$ cat src/design/ddr2_lp_pkg.sv
package ddr2_lp_pkg;

  // ----------------------------------------
  // Timing
  // ----------------------------------------
  localparam int CLK_PERIOD_NS   = 10;
  localparam int T_XSNR_NS       = 140;
  localparam int XSNR_CYCLES     = (T_XSNR_NS + CLK_PERIOD_NS - 1) / CLK_PERIOD_NS;
  localparam int XSRD_CYCLES     = 200;
  localparam int CKE_MIN_REGS    = 3;
  localparam int XP_CYCLES       = 2;
  localparam int XARD_CYCLES     = 2;
  localparam int XARDS_CYCLES    = 6;
  localparam int T_WR_NS         = 15;
  localparam int WR_MIN_CYCLES   = 2;
  localparam int MRD_CYCLES      = 2;
  localparam int READ_END_CYCLES = 6;
  localparam int WRITE_END_CYCLES = 6;
  localparam int TIMER_W         = 8;
  localparam int BANK_W          = 3;

  // ----------------------------------------
  // Types
  // ----------------------------------------
  typedef enum logic [1:0] {
    PS_ACTIVE,
    PS_PRECHARGE_PD,
    PS_ACTIVE_PD,
    PS_SELF_REFRESH
  } power_state_t;

  typedef struct packed {
    logic              cs_n;
    logic              ras_n;
    logic              cas_n;
    logic              we_n;
    logic              a10;
    logic [BANK_W-1:0] bank;
  } cmd_t;

  typedef struct packed {
    logic cke;
    cmd_t cmd;
  } pins_t;

  // ----------------------------------------
  // Command decode
  // ----------------------------------------
  function automatic logic [3:0] cmd_code(input cmd_t c);
    return {c.cs_n, c.ras_n, c.cas_n, c.we_n};
  endfunction

  function automatic logic is_nop(input cmd_t c);
    return c.cs_n || (cmd_code(c) == 4'h7);
  endfunction

  function automatic logic is_cmd(input cmd_t c, input logic [3:0] code);
    return (cmd_code(c) == code);
  endfunction

  localparam logic [3:0] CMD_LOAD_MODE = 4'h0;
  localparam logic [3:0] CMD_REFRESH   = 4'h1;
  localparam logic [3:0] CMD_PRECHARGE = 4'h2;
  localparam logic [3:0] CMD_ACTIVATE  = 4'h3;
  localparam logic [3:0] CMD_WRITE     = 4'h4;
  localparam logic [3:0] CMD_READ      = 4'h5;

  // Write recovery in cycles: the larger of two and tWR over tCK, rounded up.
  function automatic int wr_cycles(input int twr_ns, input int tck_ns);
    int c;
    c = (twr_ns + tck_ns - 1) / tck_ns;
    return (c > WR_MIN_CYCLES) ? c : WR_MIN_CYCLES;
  endfunction

endpackage

$ cat src/design/ddr2_power_state.sv
`timescale 1ns/1ps
`default_nettype none

// What this block does
// - Exit timing starts at first high CKE edge.
// - Power-down entry needs CKE low with NOP.
// - Idle banks precharge power-down, else active.
// - Power-down disables buffers, freezes DLL in precharge.
// - Power-down exit on CKE high with NOP.
// - No refresh runs during power-down.
module ddr2_power_state #(
  parameter int NUM_BANKS = 8
) (
  input  wire logic                      mclk_in,
  input  wire logic                      reset_in,
  input  wire logic                      clk_en_in,
  input  wire ddr2_lp_pkg::pins_t        pins_in,
  input  wire logic                      slow_exit_in,
  output var  ddr2_lp_pkg::power_state_t power_state_out,
  output var  logic                      buffers_on_out,
  output var  logic                      dll_frozen_out,
  output var  logic                      self_refresh_out,
  output var  logic                      nonread_ok_out,
  output var  logic                      read_ok_out,
  output var  logic                      protocol_error_out
);

  import ddr2_lp_pkg::*;

  initial
  begin
    if (NUM_BANKS != (1 << BANK_W))
    begin
      $error("NUM_BANKS must match the bank address width.");
    end
    if (XSRD_CYCLES >= (1 << TIMER_W))
    begin
      $error("TIMER_W too small for the exit intervals.");
    end
  end

  localparam logic [TIMER_W-1:0] WRITE_BUSY =
    TIMER_W'(WRITE_END_CYCLES + wr_cycles(T_WR_NS, CLK_PERIOD_NS));

  // ----------------------------------------
  // Pin synchronisers
  // ----------------------------------------
  pins_t sync1_q;
  pins_t sync2_q;

  always_ff @(posedge mclk_in)
  begin
    if (reset_in)
    begin
      sync1_q <= '0;
      sync2_q <= '0;
    end
    else if (clk_en_in)
    begin
      sync1_q <= pins_in;
      sync2_q <= sync1_q;
    end
  end

  // ----------------------------------------
  // CKE history, bank and burst tracking
  // ----------------------------------------
  logic                 cke_prev_q;
  logic                 cke_prev_d;
  logic [1:0]           reg_cnt_q;
  logic [1:0]           reg_cnt_d;
  logic [NUM_BANKS-1:0] open_q;
  logic [NUM_BANKS-1:0] open_d;
  logic [TIMER_W-1:0]   busy_q;
  logic [TIMER_W-1:0]   busy_d;
  logic                 cke_rise;
  logic                 cke_fall;
  logic                 nop_now;
  cmd_t                 cmd;

  assign cmd      = sync2_q.cmd;
  assign nop_now  = is_nop(cmd);
  assign cke_rise = sync2_q.cke && !cke_prev_q;
  assign cke_fall = !sync2_q.cke && cke_prev_q;

  always_comb
  begin
    cke_prev_d = sync2_q.cke;
    reg_cnt_d  = reg_cnt_q;
    open_d     = open_q;
    busy_d     = (busy_q != '0) ? busy_q - 1'b1 : busy_q;
    if (cke_rise || cke_fall)
    begin
      reg_cnt_d = 2'h1;
    end
    else if (reg_cnt_q != 2'(CKE_MIN_REGS))
    begin
      reg_cnt_d = reg_cnt_q + 1'b1;
    end
    if (sync2_q.cke && cke_prev_q && !cmd.cs_n)
    begin
      if (is_cmd(cmd, CMD_ACTIVATE))
      begin
        open_d[cmd.bank] = 1'b1;
      end
      else if (is_cmd(cmd, CMD_PRECHARGE))
      begin
        if (cmd.a10)
        begin
          open_d = '0;
        end
        else
        begin
          open_d[cmd.bank] = 1'b0;
        end
      end
      else if (is_cmd(cmd, CMD_READ))
      begin
        busy_d = TIMER_W'(READ_END_CYCLES);
      end
      else if (is_cmd(cmd, CMD_WRITE))
      begin
        busy_d = WRITE_BUSY;
      end
      else if (is_cmd(cmd, CMD_LOAD_MODE))
      begin
        busy_d = TIMER_W'(MRD_CYCLES);
      end
    end
  end

  always_ff @(posedge mclk_in)
  begin
    if (reset_in)
    begin
      cke_prev_q <= 1'b0;
      reg_cnt_q  <= 2'(CKE_MIN_REGS);
      open_q     <= '0;
      busy_q     <= '0;
    end
    else if (clk_en_in)
    begin
      cke_prev_q <= cke_prev_d;
      reg_cnt_q  <= reg_cnt_d;
      open_q     <= open_d;
      busy_q     <= busy_d;
    end
  end

  // ----------------------------------------
  // Power state machine
  // ----------------------------------------
  power_state_t       state_q;
  power_state_t       state_d;
  logic               buffers_q;
  logic               dll_frozen_q;
  logic               self_ref_q;
  logic               error_q;
  logic               error_d;
  logic               load_exit;
  logic [TIMER_W-1:0] nonread_val;
  logic [TIMER_W-1:0] read_val;

  // A transition with an illegal command leaves the state alone and is
  // only flagged; guessing an intent would corrupt the bank tracking.
  always_comb
  begin
    state_d     = state_q;
    error_d     = 1'b0;
    load_exit   = 1'b0;
    nonread_val = TIMER_W'(XP_CYCLES);
    read_val    = TIMER_W'(XP_CYCLES);
    if ((cke_rise || cke_fall) && (reg_cnt_q < 2'(CKE_MIN_REGS)))
    begin
      error_d = 1'b1;
    end
    case (state_q)
      PS_ACTIVE:
      begin
        if (cke_fall)
        begin
          if (busy_q != '0)
          begin
            error_d = 1'b1;
          end
          else if (nop_now)
          begin
            state_d = (open_q != '0) ? PS_ACTIVE_PD : PS_PRECHARGE_PD;
          end
          else if (is_cmd(cmd, CMD_REFRESH) && (open_q == '0))
          begin
            state_d = PS_SELF_REFRESH;
          end
          else
          begin
            error_d = 1'b1;
          end
        end
      end
      PS_PRECHARGE_PD, PS_ACTIVE_PD:
      begin
        if (cke_rise)
        begin
          if (nop_now)
          begin
            state_d   = PS_ACTIVE;
            load_exit = 1'b1;
            if (state_q == PS_ACTIVE_PD)
            begin
              read_val = slow_exit_in ? TIMER_W'(XARDS_CYCLES) : TIMER_W'(XARD_CYCLES);
            end
          end
          else
          begin
            error_d = 1'b1;
          end
        end
      end
      PS_SELF_REFRESH:
      begin
        if (cke_rise)
        begin
          if (nop_now)
          begin
            state_d     = PS_ACTIVE;
            load_exit   = 1'b1;
            nonread_val = TIMER_W'(XSNR_CYCLES);
            read_val    = TIMER_W'(XSRD_CYCLES);
          end
          else
          begin
            error_d = 1'b1;
          end
        end
      end
      default:
      begin
        state_d = PS_ACTIVE;
      end
    endcase
  end

  always_ff @(posedge mclk_in)
  begin
    if (reset_in)
    begin
      state_q      <= PS_ACTIVE;
      buffers_q    <= 1'b1;
      dll_frozen_q <= 1'b0;
      self_ref_q   <= 1'b0;
      error_q      <= 1'b0;
    end
    else if (clk_en_in)
    begin
      state_q      <= state_d;
      buffers_q    <= (state_d == PS_ACTIVE);
      dll_frozen_q <= (state_d == PS_PRECHARGE_PD);
      self_ref_q   <= (state_d == PS_SELF_REFRESH);
      error_q      <= error_d;
    end
  end

  // ----------------------------------------
  // Exit interval timers
  // ----------------------------------------
  interval_timer #(
    .W (TIMER_W)
  ) u_nonread_timer (
    .mclk_in   (mclk_in),
    .reset_in  (reset_in),
    .clk_en_in (clk_en_in),
    .load_in   (load_exit),
    .value_in  (nonread_val),
    .done_out  (nonread_ok_out)
  );

  interval_timer #(
    .W (TIMER_W)
  ) u_read_timer (
    .mclk_in   (mclk_in),
    .reset_in  (reset_in),
    .clk_en_in (clk_en_in),
    .load_in   (load_exit),
    .value_in  (read_val),
    .done_out  (read_ok_out)
  );

  assign power_state_out    = state_q;
  assign buffers_on_out     = buffers_q;
  assign dll_frozen_out     = dll_frozen_q;
  assign self_refresh_out   = self_ref_q;
  assign protocol_error_out = error_q;

endmodule

`default_nettype wire

$ cat src/design/interval_timer.sv
`timescale 1ns/1ps
`default_nettype none

module interval_timer #(
  parameter int W = 8
) (
  input  wire logic         mclk_in,
  input  wire logic         reset_in,
  input  wire logic         clk_en_in,
  input  wire logic         load_in,
  input  wire logic [W-1:0] value_in,
  output var  logic         done_out
);

  logic [W-1:0] count_q;
  logic [W-1:0] count_d;
  logic         done_q;
  logic         done_d;

  always_comb
  begin
    count_d = count_q;
    if (load_in)
    begin
      count_d = value_in;
    end
    else if (count_q != '0)
    begin
      count_d = count_q - 1'b1;
    end
    done_d = (count_d == '0);
  end

  always_ff @(posedge mclk_in)
  begin
    if (reset_in)
    begin
      count_q <= '0;
      done_q  <= 1'b1;
    end
    else if (clk_en_in)
    begin
      count_q <= count_d;
      done_q  <= done_d;
    end
  end

  assign done_out = done_q;

endmodule

`default_nettype wire

$ cat config.mk
export PLATFORM = sky130hd
export DESIGN_NAME = ddr2_power_state
export DESIGN_NICKNAME = d
export VERILOG_FILES = /design/src/design/ddr2_lp_pkg.sv /design/src/design/ddr2_power_state.sv /design/src/design/interval_timer.sv
export SDC_FILE = /design/constraint.sdc
export NUM_CORES = 1
export LEC_CHECK = 0
export ABC_AREA = 1
export BUFFER_PORTS_ARGS = -buffer_cell sky130_fd_sc_hd__buf_2
export CAP_MARGIN = 40
export CORE_MARGIN = 2
export CORE_UTILIZATION = 30
export DETAILED_ROUTE_END_ITERATION = 8
export GPL_TIMING_DRIVEN = 1
export SLEW_MARGIN = 25
export SYNTH_ARGS = -nofsm -noshare
export SYNTH_HDL_FRONTEND = slang
export SYNTH_SLANG_ARGS = --single-unit
$ cat constraint.sdc
create_clock -name mclk_in -period 1.8 [get_ports mclk_in]
set_input_delay 0.45 -clock mclk_in [delete_from_list [all_inputs] [get_ports mclk_in]]
set_output_delay 0.45 -clock mclk_in [all_outputs]
set_load 0.05 [all_outputs]
Word-level counts from Yosys, hierarchy flattened
Cells that the tools add are included.
Widths: inputs -> output; s select.
- flip-flop bits (word level): 61
- bitwise operators: 3
- reductions and logical operators: 28
- order comparisons: 3
- mux-type cells: 47
- add/subtract/negate cells: 4
- equality and inequality tests: 12
- operators with widths (operator ; count):
    $mux 8 ; 16
    $reduce_bool 8->1 ; 4
    $logic_not 8->1 ; 3
    $sub 8x1->8 const B ; 3
    $mux 2 ; 9
    $pmux 8 s2 ; 1
    $eq 4x3->1 const B ; 3
    $mux 3 ; 4
    $mux 4 ; 3
    $mux 1 ; 11
    $and 8x8->8 ; 1
    $eq 4x2->1 const B ; 2
    $not 8->8 ; 1
    $or 8x8->8 ; 1
    $logic_and 1x1->1 ; 7
    $eq 2x2->1 const B ; 3
    $eq 2x1->1 const B ; 2
    $eq 4x1->1 const B ; 1
    $logic_not 2->1 ; 2
    $logic_not 4->1 ; 1
    $lt 3x4->1 const B ; 1
    $pmux 2 s2 ; 1
    $reduce_bool 2->1 ; 2
    $demux 1 s3 ; 1
    11 further kinds ; 14

Longest topological paths before layout
Gate-level depths: netlist of run 1.
- word-level depth: 10
- depth in mapped cells: 13
- depth with buffers taken out: 13

Cells and area by module
Synthesis of run 1 repeated with hierarchy kept, for this count alone.
- cell total of the unflattened synthesis: 541
- area, all modules: 3672.3 sq um
- modules (own cells, without submodules) (module ; area an instance (sq um) ; cells each ; instances):
    ddr2_power_state ; 2138.3 ; 307 ; 1
    interval_timer ; 767.0 ; 117 ; 2

Worst setup path before layout of run 1
OpenSTA, ideal clock, no wires.
- path kind: reg2reg
- start: reg state_q[0] (netlist: power_state_out[0])
- end: reg u_nonread_timer.done_q (netlist: u_nonread_timer.done_out)
- path slack: -0.178 ns
- path buffers: 1
- data arrival time: 1.918 ns
- setup time: 0.060 ns
- data required time: 1.740 ns
- stages on the path, launching flop included: 12
- cell sequence: dfxtp_1 inv_1 ha_1 nor2_1 nand2_4 and2_4 buf_6 nand2_2 nand3_2 nor2_1 nand2_1 nand2_1
- longest elaborated chain between the ends: 5
- RTL lines (what ; line ; source):
    from (decl) ; ddr2_power_state.sv:153 ; power_state_t state_q;
    from (signal assigned) ; ddr2_power_state.sv:255 ; state_q <= state_d;
    $eq 2x2->1 / $eq 2x1->1 (equally long branches) ; ddr2_power_state.sv:177 ; case (state_q)
    $reduce_or 3->1 (no source line) ; - ;
    $mux 1 ; - ;
    $mux 8 (*) ; interval_timer.sv:23 ; if (load_in)
    $logic_not 8->1 (*) ; interval_timer.sv:31 ; done_d = (count_d == '0);
    to (signal assigned) ; interval_timer.sv:44 ; done_q <= done_d;
    to (decl) ; interval_timer.sv:17 ; logic done_q;
Mark *: on every way between the ends. The rest lies on a longest branch, timed or not.
A chain may end at the register's enable or synchronous reset.

Worst setup path after layout of run 1
- start: reg state_q[0] (netlist: power_state_out[0])
- end: reg u_read_timer.done_q (netlist: u_read_timer.done_out)
- longest elaborated chain between the ends: 7
- RTL lines (what ; line ; source):
    $eq 2x2->1 ; ddr2_power_state.sv:177, ddr2_power_state.sv:208 ;
    $mux 3 ; ddr2_power_state.sv:208 ; if (state_q == PS_ACTIVE_PD)
    $mux 3 ; ddr2_power_state.sv:204 ; if (nop_now)
    $mux 3 ; ddr2_power_state.sv:202 ; if (cke_rise)
    $pmux 8 s2 ; ddr2_power_state.sv:177 ;
    $mux 8 (*) ; interval_timer.sv:23 ;
    $logic_not 8->1 (*) ; interval_timer.sv:31 ;
    to (signal assigned) ; interval_timer.sv:44 ;
    to (decl) ; interval_timer.sv:17 ;
Marks and branches as above.

==> metrics.txt, run 1 <==
wl on met1=around 3500 µm; sequential share of power=between 40% and 50%; Setup TNS=0 ns; FF/Latch Area=1224 µm²; Routed Antenna Nets=0; Net count, final=just over 500; grt total ovfl=0; DIE HEIGHT=108.7 µm; effective utilization at floorplan=30.61%; share of Yosys cell area claimed by the top area cell type=37.12%; Yosys warning count=0; Area growth, synth to finish=13.35%; final worst-path cycle share=90.17%; CP arrival=1.91 ns; CP delay by family, top=simple AND/OR/NAND/NOR gates; Inst Count DP=just over 600; WL final=between 7000 and 8000 µm; drt via density=4.737; status=finished clean; Final setup viols=0; design area=3729 µm²; row count=38; most common cell in the netlist=nand2_1; final core occ=a little over a third; RSZ-0062 raised after global routing=no; DRC=0; pre-CTS setup slack=0.1269 ns; Max Cap Viol=0; Req. time, crit path=2.09 ns; Fillers=1187; Mapped Area=~3300 µm²; PortBufs=20; Hold Vio Cnt, Final=0; clock-pin slew on the worst setup and hold paths=0.07 ns; clock power share=26.0%; post-synthesis sequential area ratio=37.12%; worst min-delay path class=in -> reg; Power Internal=2.576 mW; PD cells=1100 nW/µm²; num ports=21; DR WL met3=227 µm; initial antenna violation count=0; CTS Sinks=61; critical path class=reg -> reg; clk buf depth=2; DP HPWL=5022 µm; Max VDD drop=approximately 0.00059 V; TritonRoute pass-1 iters=4; highest clock rate=616.1 MHz; slowest CP cell=dfxtp_2; CTS HTree Levels=3; CTS Hold Buffers Added=0; routability cong.=approximately 0.89; share of layout cells above drive strength 1=14.69%; via count=~3000; Cells after Synth=about 470; ant diodes=0; switching share of total power=37.21%; fin. max-slew vios=0; Sw Pwr=1.526 mW; slowest cell delay on critical path=0.36 ns; Multi-input gate area=1783 µm²; top cells by area, synth=dfxtp_1 37%, nand2_1 9.6%, a21oi_1 7.8%, nor2_1 6.3%, o21ai_0 6.1%; syn nets=492; Worst Max-Slew Pin Slew=0.3470 ns; pin count of the biggest net entering global routing=50; Critical Path Fanout Max=6; synth unique cells=38; Period minus WS final=1.623 ns; asr flop ratio synth=0%; Yosys reg bits=61; DR top layer=met4; GR Util All Layers=13.53%; CTS Buf Count=9; Die ar.=11820 µm²; Die Wd=108.7 µm; Synth Area per Inst=7.059 µm²; Post-synth EDFFs=0; non-filler cells, final=630; CTS tree=done; met2 wire length=3227 µm; DP Area=3555 µm²; top post-synthesis cells by count=84 x nand2_1, 61 x dfxtp_1, 55 x nor2_1, 51 x a21oi_1, 46 x inv_1; first-pass GRT wire length=between 10000 and 15000 µm; Buf/Inv on CP=2; Starting DRT DRC Count=176; Synth Flop Type=dfxtp_1; Layout Skew=0.007403 ns; Setup crit start kind=register; relative slew slack=approximately three quarters; DR WL/cell=11.25 µm; nature of the critical path endpoint=register; number of global-route vias before repair=2810; combinational share of power=about a third; Pleak=1.626 nW; worst skew pair latency=0.35 ns; post-synth top area cell=dfxtp_1; core area=10750 µm²; Final WS setup=0.1770 ns; CP Cell Sequence=inv_1 -> ha_1 -> nor2_2 -> nand2_4 -> inv_2 -> nor2_4 -> nand3_1 -> nand3_1 -> nor3_1 -> nand2_1 -> nand2_1; Root Buffer=clkbuf_8
[cells in the final DEF, fill, tap and decap left out, drive strengths merged]
cell / count
nand2: 91
dfxtp: 61
nor2: 61
inv: 55
a21oi: 51
o21ai: 44
buf: 26
nand3: 24
nor3: 17
ha: 13
xor2: 11
clkbuf: 11
o211ai: 3
xnor2: 3
nand4: 3
clkinv: 3
a221oi: 2
a31oi: 2
clkinvlp: 2
nor4: 2
or2: 1
o2111a: 1
and2: 1
a211oi: 1
o22ai: 1
[cells by family (layout without fill, tap and decap cells)]
logic type	after synthesis	in the layout	synth area share (%)
buffers and inverters	73	97	8.901
and+or+nand+nor	200	200	28.11
DFF	61	61	37.12
xor gates and xnor gates	14	14	3.728
AOI/OAI and AO/OA	105	105	17.19
adders and majority gates	13	13	4.945
[worst register-to-register path, cell delays in order (launching register included)]
cell and delay (ns):
dfxtp_2 0.36, inv_1 0.08, ha_1 0.24, nor2_2 0.18
nand2_4 0.09, inv_2 0.09, nor2_4 0.06, nand3_1 0.11
nand3_1 0.08, nor3_1 0.15, nand2_1 0.08, nand2_1 0.06
[worst paths after layout]
| check | startpoint | end | slack [ns] | cells after the start |
|---|---|---|---|---|
| worst max register to register | power_state_out[0]$_SDFFE_PP0P_ | u_read_timer.done_out$_SDFFE_PP1P_ | 0.18 | 11 |
| worst min register to register | dll_frozen_out$_SDFFE_PP0P_ | dll_frozen_out$_SDFFE_PP0P_ | 0.46 | 2 |
| worst max-delay path | power_state_out[0]$_SDFFE_PP0P_ | u_read_timer.done_out$_SDFFE_PP1P_ | 0.18 | 11 |
| worst min-delay path | pins_in[6] | sync1_q[6]$_SDFFE_PP0P_ | 0.32 | 3 |
[stage by stage]
step	hold WS [ns]	total power, mW
after floorplan	0.4459	2.787
after global placement	0.4467	3.030
after detailed placement	0.4563	3.069
after CTS	0.2976	4.156
after global routing	0.3182	4.444
final	0.3212	4.102
[routing by layer]
layer	vias up	GRT usage (%)
met4	0	6.868
met3	9	3.825
met5	-	0
li1	1565	-
met1	1361	16.84
met2	49	21.34
[state kept, by name (all words and copies together), names as in the netlist]
name                      flops
self_refresh_out              1
cke_prev_d                    1
cmd                           8
u_nonread_timer.done_out      1
u_nonread_timer.count_q       8
protocol_error_out            1
sync1_q                       9
cke_prev_q                    1
u_read_timer.count_q          8
open_q                        8
buffers_on_out                1
u_read_timer.done_out         1
power_state_out               2
busy_q                        8
dll_frozen_out                1
reg_cnt_q                     2
[timing repair]
action	4_1_cts	5_1_grt
endpoints found under the setup margin	0	3
resized for setup	0	2
buffers inserted	0	0
[cell type report]
cell class	instances	area share [%]
clock buffers	11	3.792
well taps	140	4.698
inverters	56	5.638
repair buffers	26	4.564
clock inverters	4	0.6711
flip-flops and latches	61	32.82
multi-input cells	332	47.82
[power groups by stage]
stage,registers [mW],logic (mW),clock network (mW)
3_5_place_dp,1.70,1.37,0
3_3_place_gp,1.69,1.34,0
2_1_floorplan,1.70,1.09,0
5_1_grt,1.69,1.59,1.16
6_report,1.67,1.37,1.07
4_1_cts,1.67,1.38,1.11
Note: power is estimated with default switching activity, not from simulation.
==> run 2, diff against run 1 <==
--- a/config.mk
+++ b/config.mk
@@ -11,7 +11,9 @@
 export CORE_MARGIN = 2
 export CORE_UTILIZATION = 30
 export DETAILED_ROUTE_END_ITERATION = 8
+export GPL_ROUTABILITY_DRIVEN = 1
 export GPL_TIMING_DRIVEN = 1
+export PLACE_DENSITY = 0.47
 export SLEW_MARGIN = 25
 export SYNTH_ARGS = -nofsm -noshare
 export SYNTH_HDL_FRONTEND = slang
==> run 2 against run 1 <==
Net effect: setup slack got worse by 0.0066 ns; clock power is 12% higher; routed wire length increased by 8.3%; first-iteration DRC count down 53%; via count shrank 3.0%; maximum frequency shrank 0.40%; flip-flop and latch count stayed put; non-clock buffer count rose by 6; global-route usage is 0.94 points higher; critical path type unchanged.
==> metrics.txt, run 2 (synthesis results as in run 1) <==
status=finished clean (unchanged); RSZ-0062 raised after global routing=yes (was no); Max VDD drop=0.0003968 V (was 0.0005891 V); via count=2894 (was 2984); Reg with most FFs=sync1_q (unchanged); Power Internal=2.642 mW (was 2.576 mW); pin count of the biggest net entering global routing=34 (was 50); Final WS setup=0.1704 ns (was 0.1770 ns); CTS Sinks=61 (unchanged); GR Util All Layers=14.47% (was 13.53%); FF/Latch Area=1224 µm² (unchanged); Die Wd=108.7 µm (unchanged); Die ar.=11820 µm² (unchanged); core area=10750 µm² (unchanged); Worst Max-Slew Pin Slew=0.3688 ns (was 0.3470 ns); combinational share of power=32.2% (was 33.4%); sequential share of power=39.5% (was 40.6%); switching share of total power=37.49% (was 37.21%); most frequent cells in the layout=84 x nand2_1, 59 x dfxtp_1, 53 x nor2_1, 51 x a21oi_1, 46 x inv_1 (was 84 x nand2_1, 59 x dfxtp_1, 54 x nor2_1, 51 x a21oi_1, 46 x inv_1); r2r worst-path depth=11 (unchanged); initial antenna violation count=0 (unchanged); Layout Skew=0.01379 ns (was 0.007403 ns); Area growth, synth to finish=14.87% (was 13.35%); relative slew slack=75.41% (was 76.86%); Worst Hold Launch=pins_in[3] (was pins_in[6]); ant diodes=0 (unchanged); nature of the critical path endpoint=register (unchanged); R2R Path End=u_read_timer.done_out$_SDFFE_PP1P_ (unchanged); clk buf depth=2 (unchanged); highest clock rate=613.6 MHz (was 616.1 MHz); CTS Buf Count=9 (unchanged); row count=38 (unchanged); Multi-input gate area=1785 µm² (was 1783 µm²); fin. max-slew vios=0 (unchanged); CTS tree=done (unchanged); Req. time, crit path=2.10 ns (was 2.09 ns); Power, Total=4.227 mW (was 4.102 mW); Setup crit start kind=register (unchanged); Root Buffer=clkbuf_8 (unchanged); DR WL/cell=12.05 µm (was 11.25 µm); CTS HTree Levels=3 (unchanged); number of global-route vias before repair=2802 (was 2810); Critical Path Source=power_state_out[0]$_SDFFE_PP0P_ (unchanged); Hold Vio Cnt, Final=0 (unchanged); CP arrival=1.93 ns (was 1.91 ns); Sw Pwr=1.584 mW (was 1.526 mW); routability cong.=0.7781 (was 0.8879); DP Area=3575 µm² (was 3555 µm²); Period minus WS final=1.630 ns (was 1.623 ns); DRC=0 (unchanged); PortBufs=20 (unchanged); worst skew pair latency=0.35 ns (about the same); Post CTS Setup Buffer Count=0 (unchanged); share of layout cells above drive strength 1=16.30% (was 14.69%); critical path class=reg -> reg (unchanged); drt via density=4.543 (was 4.737); final worst-path cycle share=90.53% (was 90.17%); effective utilization at floorplan=30.61% (unchanged); WL final=7677 µm (was 7087 µm); clock power share=28.3% (was 26.0%); PD cells=1119 nW/µm² (was 1100 nW/µm²); first-pass GRT wire length=13280 µm (was 12630 µm); worst min-delay path class=in -> reg (unchanged); DP HPWL=5668 µm (was 5022 µm); Net count, final=518 (was 512); RR Startpoint=power_state_out[0]$_SDFFE_PP0P_ (unchanged); reg-to-reg slack, setup=0.17 ns (was 0.18 ns); clock-pin slew on the worst setup and hold paths=0.08 ns (was 0.07 ns); DIE HEIGHT=108.7 µm (unchanged); Critical Path Fanout Max=6 (unchanged); worst setup path endpoint=u_read_timer.done_out$_SDFFE_PP1P_ (unchanged); Largest register FFs=9 (unchanged); design area=3779 µm² (was 3729 µm²); TritonRoute pass-1 iters=4 (unchanged); Starting DRT DRC Count=82 (was 176); commonest non-fill, non-tap cell in the layout=nand2_1 (unchanged); num ports=21 (unchanged); grt total ovfl=0 (unchanged); Fillers=1217 (was 1187); CTS Hold Buffers Added=0 (unchanged); Max Cap Viol=0 (unchanged); pre-CTS setup slack=0.1268 ns (was 0.1269 ns); Final setup viols=0 (unchanged); Pleak=1.662 nW (was 1.626 nW); Routed Antenna Nets=0 (unchanged); final core occ=35.17% (was 34.70%)
[run 2: cell types whose count changed in the layout (fill, tap and decap cells not counted)]
cell | before | now
clkinv_2 | 2 | 0
clkbuf_8 | 10 | 11
buf_4 | 4 | 12
buf_12 | 2 | 0
inv_6 | 0 | 2
nor2_2 | 4 | 5
nor2_1 | 54 | 53
clkinv_4 | 0 | 2
clkinvlp_4 | 2 | 1
clkbuf_1 | 1 | 0
[run 2: critical path, stage by stage (launching register included)]
cell	delay [ns]
dfxtp_2	0.37
inv_1	0.09
ha_1	0.25
nor2_2	0.19
nand2_4	0.09
inv_2	0.09
nor2_4	0.06
nand3_1	0.10
nand3_1	0.09
nor3_1	0.13
nand2_1	0.08
nand2_1	0.05
[run 2: final cells by class]
type | instances | area share (%)
multi-input combinational | 332 | 47.25
sequential | 61 | 32.38
inverter | 56 | 5.563
timing repair buffer | 32 | 5.033
tap | 140 | 4.636
clock buffer | 11 | 4.007
clock inverter | 5 | 1.126
[run 2: stage by stage]
step / hold slack, ns / std cells / TNS, ns
global placement: 0.4510 / 621 / 0
floorplan: 0.4459 / 466 / 0
detailed placement: 0.4571 / 621 / 0
global route: 0.3250 / 637 / -0.01439
CTS: 0.2974 / 637 / 0
finish: 0.3184 / 637 / 0
[run 2: layer usage]
| metal | GRT usage, % | share of wire, % | wire (µm) | vias to the layer above |
|---|---|---|---|---|
| met5 | 0 | 0 | 0 | - |
| met4 | 6.593 | 2.0 | 156 | 0 |
| met2 | 23.48 | 44 | 3384 | 34 |
| met3 | 2.331 | 2.2 | 170 | 11 |
| li1 | - | - | - | 1572 |
| met1 | 18.84 | 52 | 3965 | 1277 |
[run 2: power by group through the flow]
stage	Combinational, mW	Clock (mW)	Sequential (mW)
6_report	1.36	1.20	1.67
3_3_place_gp	1.37	0	1.69
5_1_grt	1.57	1.30	1.69
4_1_cts	1.38	1.25	1.67
3_5_place_dp	1.38	0	1.70
2_1_floorplan	1.09	0	1.70
[run 2: how the worst min path moves through the flow]
stage / endpoint / slack, ns / depth (start not counted)
2_1_floorplan: reg_cnt_q[1]$_SDFFE_PP1P_ / 0.45 / 2
3_3_place_gp: u_nonread_timer.done_out$_SDFFE_PP1P_ / 0.45 / 2
3_5_place_dp: u_nonread_timer.done_out$_SDFFE_PP1P_ / 0.46 / 2
4_1_cts: sync1_q[3]$_SDFFE_PP0P_ / 0.30 / 3
5_1_grt: sync1_q[0]$_SDFFE_PP0P_ / 0.33 / 3
6_report: sync1_q[3]$_SDFFE_PP0P_ / 0.32 / 3
[run 2: timing repair]
item,in CTS,in global routing
setup endpoints to repair,0,5
endpoints found under the hold margin,0,0
resized for setup,0,3
==> run 3, diff against run 2 <==
--- a/config.mk
+++ b/config.mk
@@ -6,14 +6,14 @@
 export NUM_CORES = 1
 export LEC_CHECK = 0
 export ABC_AREA = 1
-export BUFFER_PORTS_ARGS = -buffer_cell sky130_fd_sc_hd__buf_2
 export CAP_MARGIN = 40
 export CORE_MARGIN = 2
 export CORE_UTILIZATION = 30
 export DETAILED_ROUTE_END_ITERATION = 8
+export DONT_BUFFER_PORTS = 1
 export GPL_ROUTABILITY_DRIVEN = 1
 export GPL_TIMING_DRIVEN = 1
-export PLACE_DENSITY = 0.47
+export PLACE_DENSITY = 0.46
 export SLEW_MARGIN = 25
 export SYNTH_ARGS = -nofsm -noshare
 export SYNTH_HDL_FRONTEND = slang
==> run 3 against run 2 <==
Net effect: final cell count down 4.2%; clock skew down 0.0044 ns; total power decreased by 3.7%; register-to-register slack barely moved; global-route usage down 0.47 points; largest power group unchanged; die area did not move.
==> metrics.txt, run 3 (synthesis results as in run 1) <==
clock-pin slew on the worst setup and hold paths=0.07 ns (was 0.08 ns); commonest non-fill, non-tap cell in the layout=nand2_1 (unchanged); Critical Path Fanout Max=6 (unchanged); PD cells=1125 nW/µm² (was 1119 nW/µm²); Largest register FFs=9 (unchanged); highest clock rate=615.7 MHz (was 613.6 MHz); final worst-path cycle share=90.24% (was 90.53%); Setup TNS=0 ns (unchanged); nature of the critical path endpoint=register (unchanged); PortBufs=0 (was 20); Area growth, synth to finish=10.04% (was 14.87%); DRC=0 (unchanged); status=finished clean (unchanged); Final setup viols=0 (unchanged); Worst Max-Slew Pin Slew=0.5346 ns (was 0.3688 ns); fin. max-slew vios=0 (unchanged); Max Cap Viol=0 (unchanged); Die Wd=108.7 µm (unchanged); routability cong.=0.8228 (was 0.7781); worst skew pair latency=0.35 ns (about the same); via count=2838 (was 2894); Starting DRT DRC Count=108 (was 82); reg-to-reg slack, setup=0.18 ns (was 0.17 ns); DIE HEIGHT=108.7 µm (unchanged); CP arrival=1.92 ns (was 1.93 ns); relative slew slack=64.31% (was 75.41%); RR Startpoint=power_state_out[0]$_SDFFE_PP0P_ (unchanged); GR Util All Layers=14.00% (was 14.47%); Layout Skew=0.009372 ns (was 0.01379 ns); CTS Hold Buffers Added=0 (unchanged); ant diodes=0 (unchanged); DP HPWL=5269 µm (was 5668 µm); Pleak=1.550 nW (was 1.662 nW); Reg with most FFs=sync1_q (unchanged); R2R Path End=u_read_timer.done_out$_SDFFE_PP1P_ (unchanged); Hold Vio Cnt, Final=0 (unchanged); FF/Latch Area=1224 µm² (unchanged); Max VDD drop=0.0005423 V (was 0.0003968 V); r2r worst-path depth=11 (unchanged); final core occ=33.69% (was 35.17%); grt total ovfl=0 (unchanged); clk buf depth=2 (unchanged); row count=38 (unchanged); drt via density=4.652 (was 4.543); Hold EP=power_state_out[0]$_SDFFE_PP0P_ (was sync1_q[3]$_SDFFE_PP0P_); number of global-route vias before repair=2818 (was 2802); CTS Buf Count=9 (unchanged); Multi-input gate area=1780 µm² (was 1785 µm²); RSZ-0062 raised after global routing=no (was yes); effective utilization at floorplan=30.61% (unchanged); share of layout cells above drive strength 1=10.85% (was 16.30%); WHS=0.1550 ns (was 0.3184 ns); Worst Hold Launch=reset_in (was pins_in[3]); TritonRoute pass-1 iters=4 (unchanged); Post CTS Setup Buffer Count=0 (unchanged); WL final=7541 µm (was 7677 µm); Hold Path Depth=1 (was 3); Fillers=1209 (was 1217); most frequent cells in the layout=84 x nand2_1, 59 x dfxtp_1, 55 x nor2_1, 51 x a21oi_1, 46 x inv_1 (was 84 x nand2_1, 59 x dfxtp_1, 53 x nor2_1, 51 x a21oi_1, 46 x inv_1); Req. time, crit path=2.10 ns (about the same); initial antenna violation count=0 (unchanged); CTS tree=done (unchanged); Routed Antenna Nets=0 (unchanged); CTS HTree Levels=3 (unchanged); core area=10750 µm² (unchanged); Setup crit start kind=register (unchanged); worst min-delay path class=in -> reg (unchanged); Die ar.=11820 µm² (unchanged); critical path class=reg -> reg (unchanged); DR WL/cell=12.36 µm (was 12.05 µm); Period minus WS final=1.624 ns (was 1.630 ns); Root Buffer=clkbuf_8 (unchanged); Net count, final=493 (was 518); num ports=21 (unchanged); first-pass GRT wire length=12920 µm (was 13280 µm); pin count of the biggest net entering global routing=44 (was 34); CTS Sinks=61 (unchanged)
==> run 3: metrics by stage <==
| step | instances | worst slack (ns) | area [µm²] | total power, mW |
|---|---|---|---|---|
| after global placement | 596 | 0.2053 | 3450 | 3.006 |
| after detailed placement | 596 | 0.1115 | 3450 | 3.017 |
| final | 610 | 0.1757 | 3620 | 4.072 |
| after floorplan | 466 | 0.03435 | 3292 | 2.787 |
| after CTS | 610 | 0.1105 | 3615 | 4.128 |
| after global routing | 610 | 0.004184 | 3620 | 4.412 |
==> run 3: power by group <==
| part | leakage [nW] | switching (mW) | internal [mW] |
|---|---|---|---|
| registers | 0.504 | 0.175 | 1.52 |
| clock network | 0.0881 | 0.533 | 0.555 |
| logic | 0.958 | 0.777 | 0.510 |
| total | 1.55 | 1.48 | 2.59 |
==> run 3: worst max path at each step <==
stage	cells after the start	slack, ns	start	end
finish	11	0.18	power_state_out[0]$_SDFFE_PP0P_	u_read_timer.done_out$_SDFFE_PP1P_
global route	13	0.004	cke_prev_q$_SDFFE_PP0P_	u_read_timer.done_out$_SDFFE_PP1P_
CTS	12	0.11	u_read_timer.count_q[0]$_SDFFE_PP0P_	u_read_timer.done_out$_SDFFE_PP1P_
detailed placement	12	0.11	u_read_timer.count_q[0]$_SDFFE_PP0P_	u_read_timer.done_out$_SDFFE_PP1P_
global placement	12	0.21	u_read_timer.count_q[0]$_SDFFE_PP0P_	u_read_timer.done_out$_SDFFE_PP1P_
floorplan	11	0.03	power_state_out[0]$_SDFFE_PP0P_	u_nonread_timer.done_out$_SDFFE_PP1P_
==> run 3: worst max-delay path, stage by stage (launching register included) <==
cell	delay, ns
dfxtp_2	0.33
inv_1	0.06
ha_1	0.23
nor2_1	0.23
nand2_4	0.10
inv_2	0.10
nor2_4	0.06
nand3_1	0.10
nand3_1	0.10
nor3_1	0.14
nand2_1	0.07
nand2_1	0.05
==> run 3: metal layers <==
metal	vias up	global-route usage [%]	wire (µm)
met5	-	0	0
met1	1269	17.37	3791
li1	1521	-	-
met4	0	4.579	98
met3	9	5.320	346
met2	39	22.37	3304
==> run 3: cell type report <==
| cell class | instances | area share [%] |
|---|---|---|
| clock buffer | 12 | 4.286 |
| tap | 140 | 4.839 |
| timing repair buffer | 7 | 1.797 |
| multi-input combinational | 332 | 49.19 |
| clock inverter | 2 | 0.2765 |
| inverter | 56 | 5.807 |
| sequential | 61 | 33.81 |
==> run 3: what timing repair did <==
item	in CTS	in global routing
endpoints found under the setup margin	0	2
endpoints found under the hold margin	0	0
gates resized for setup	0	1
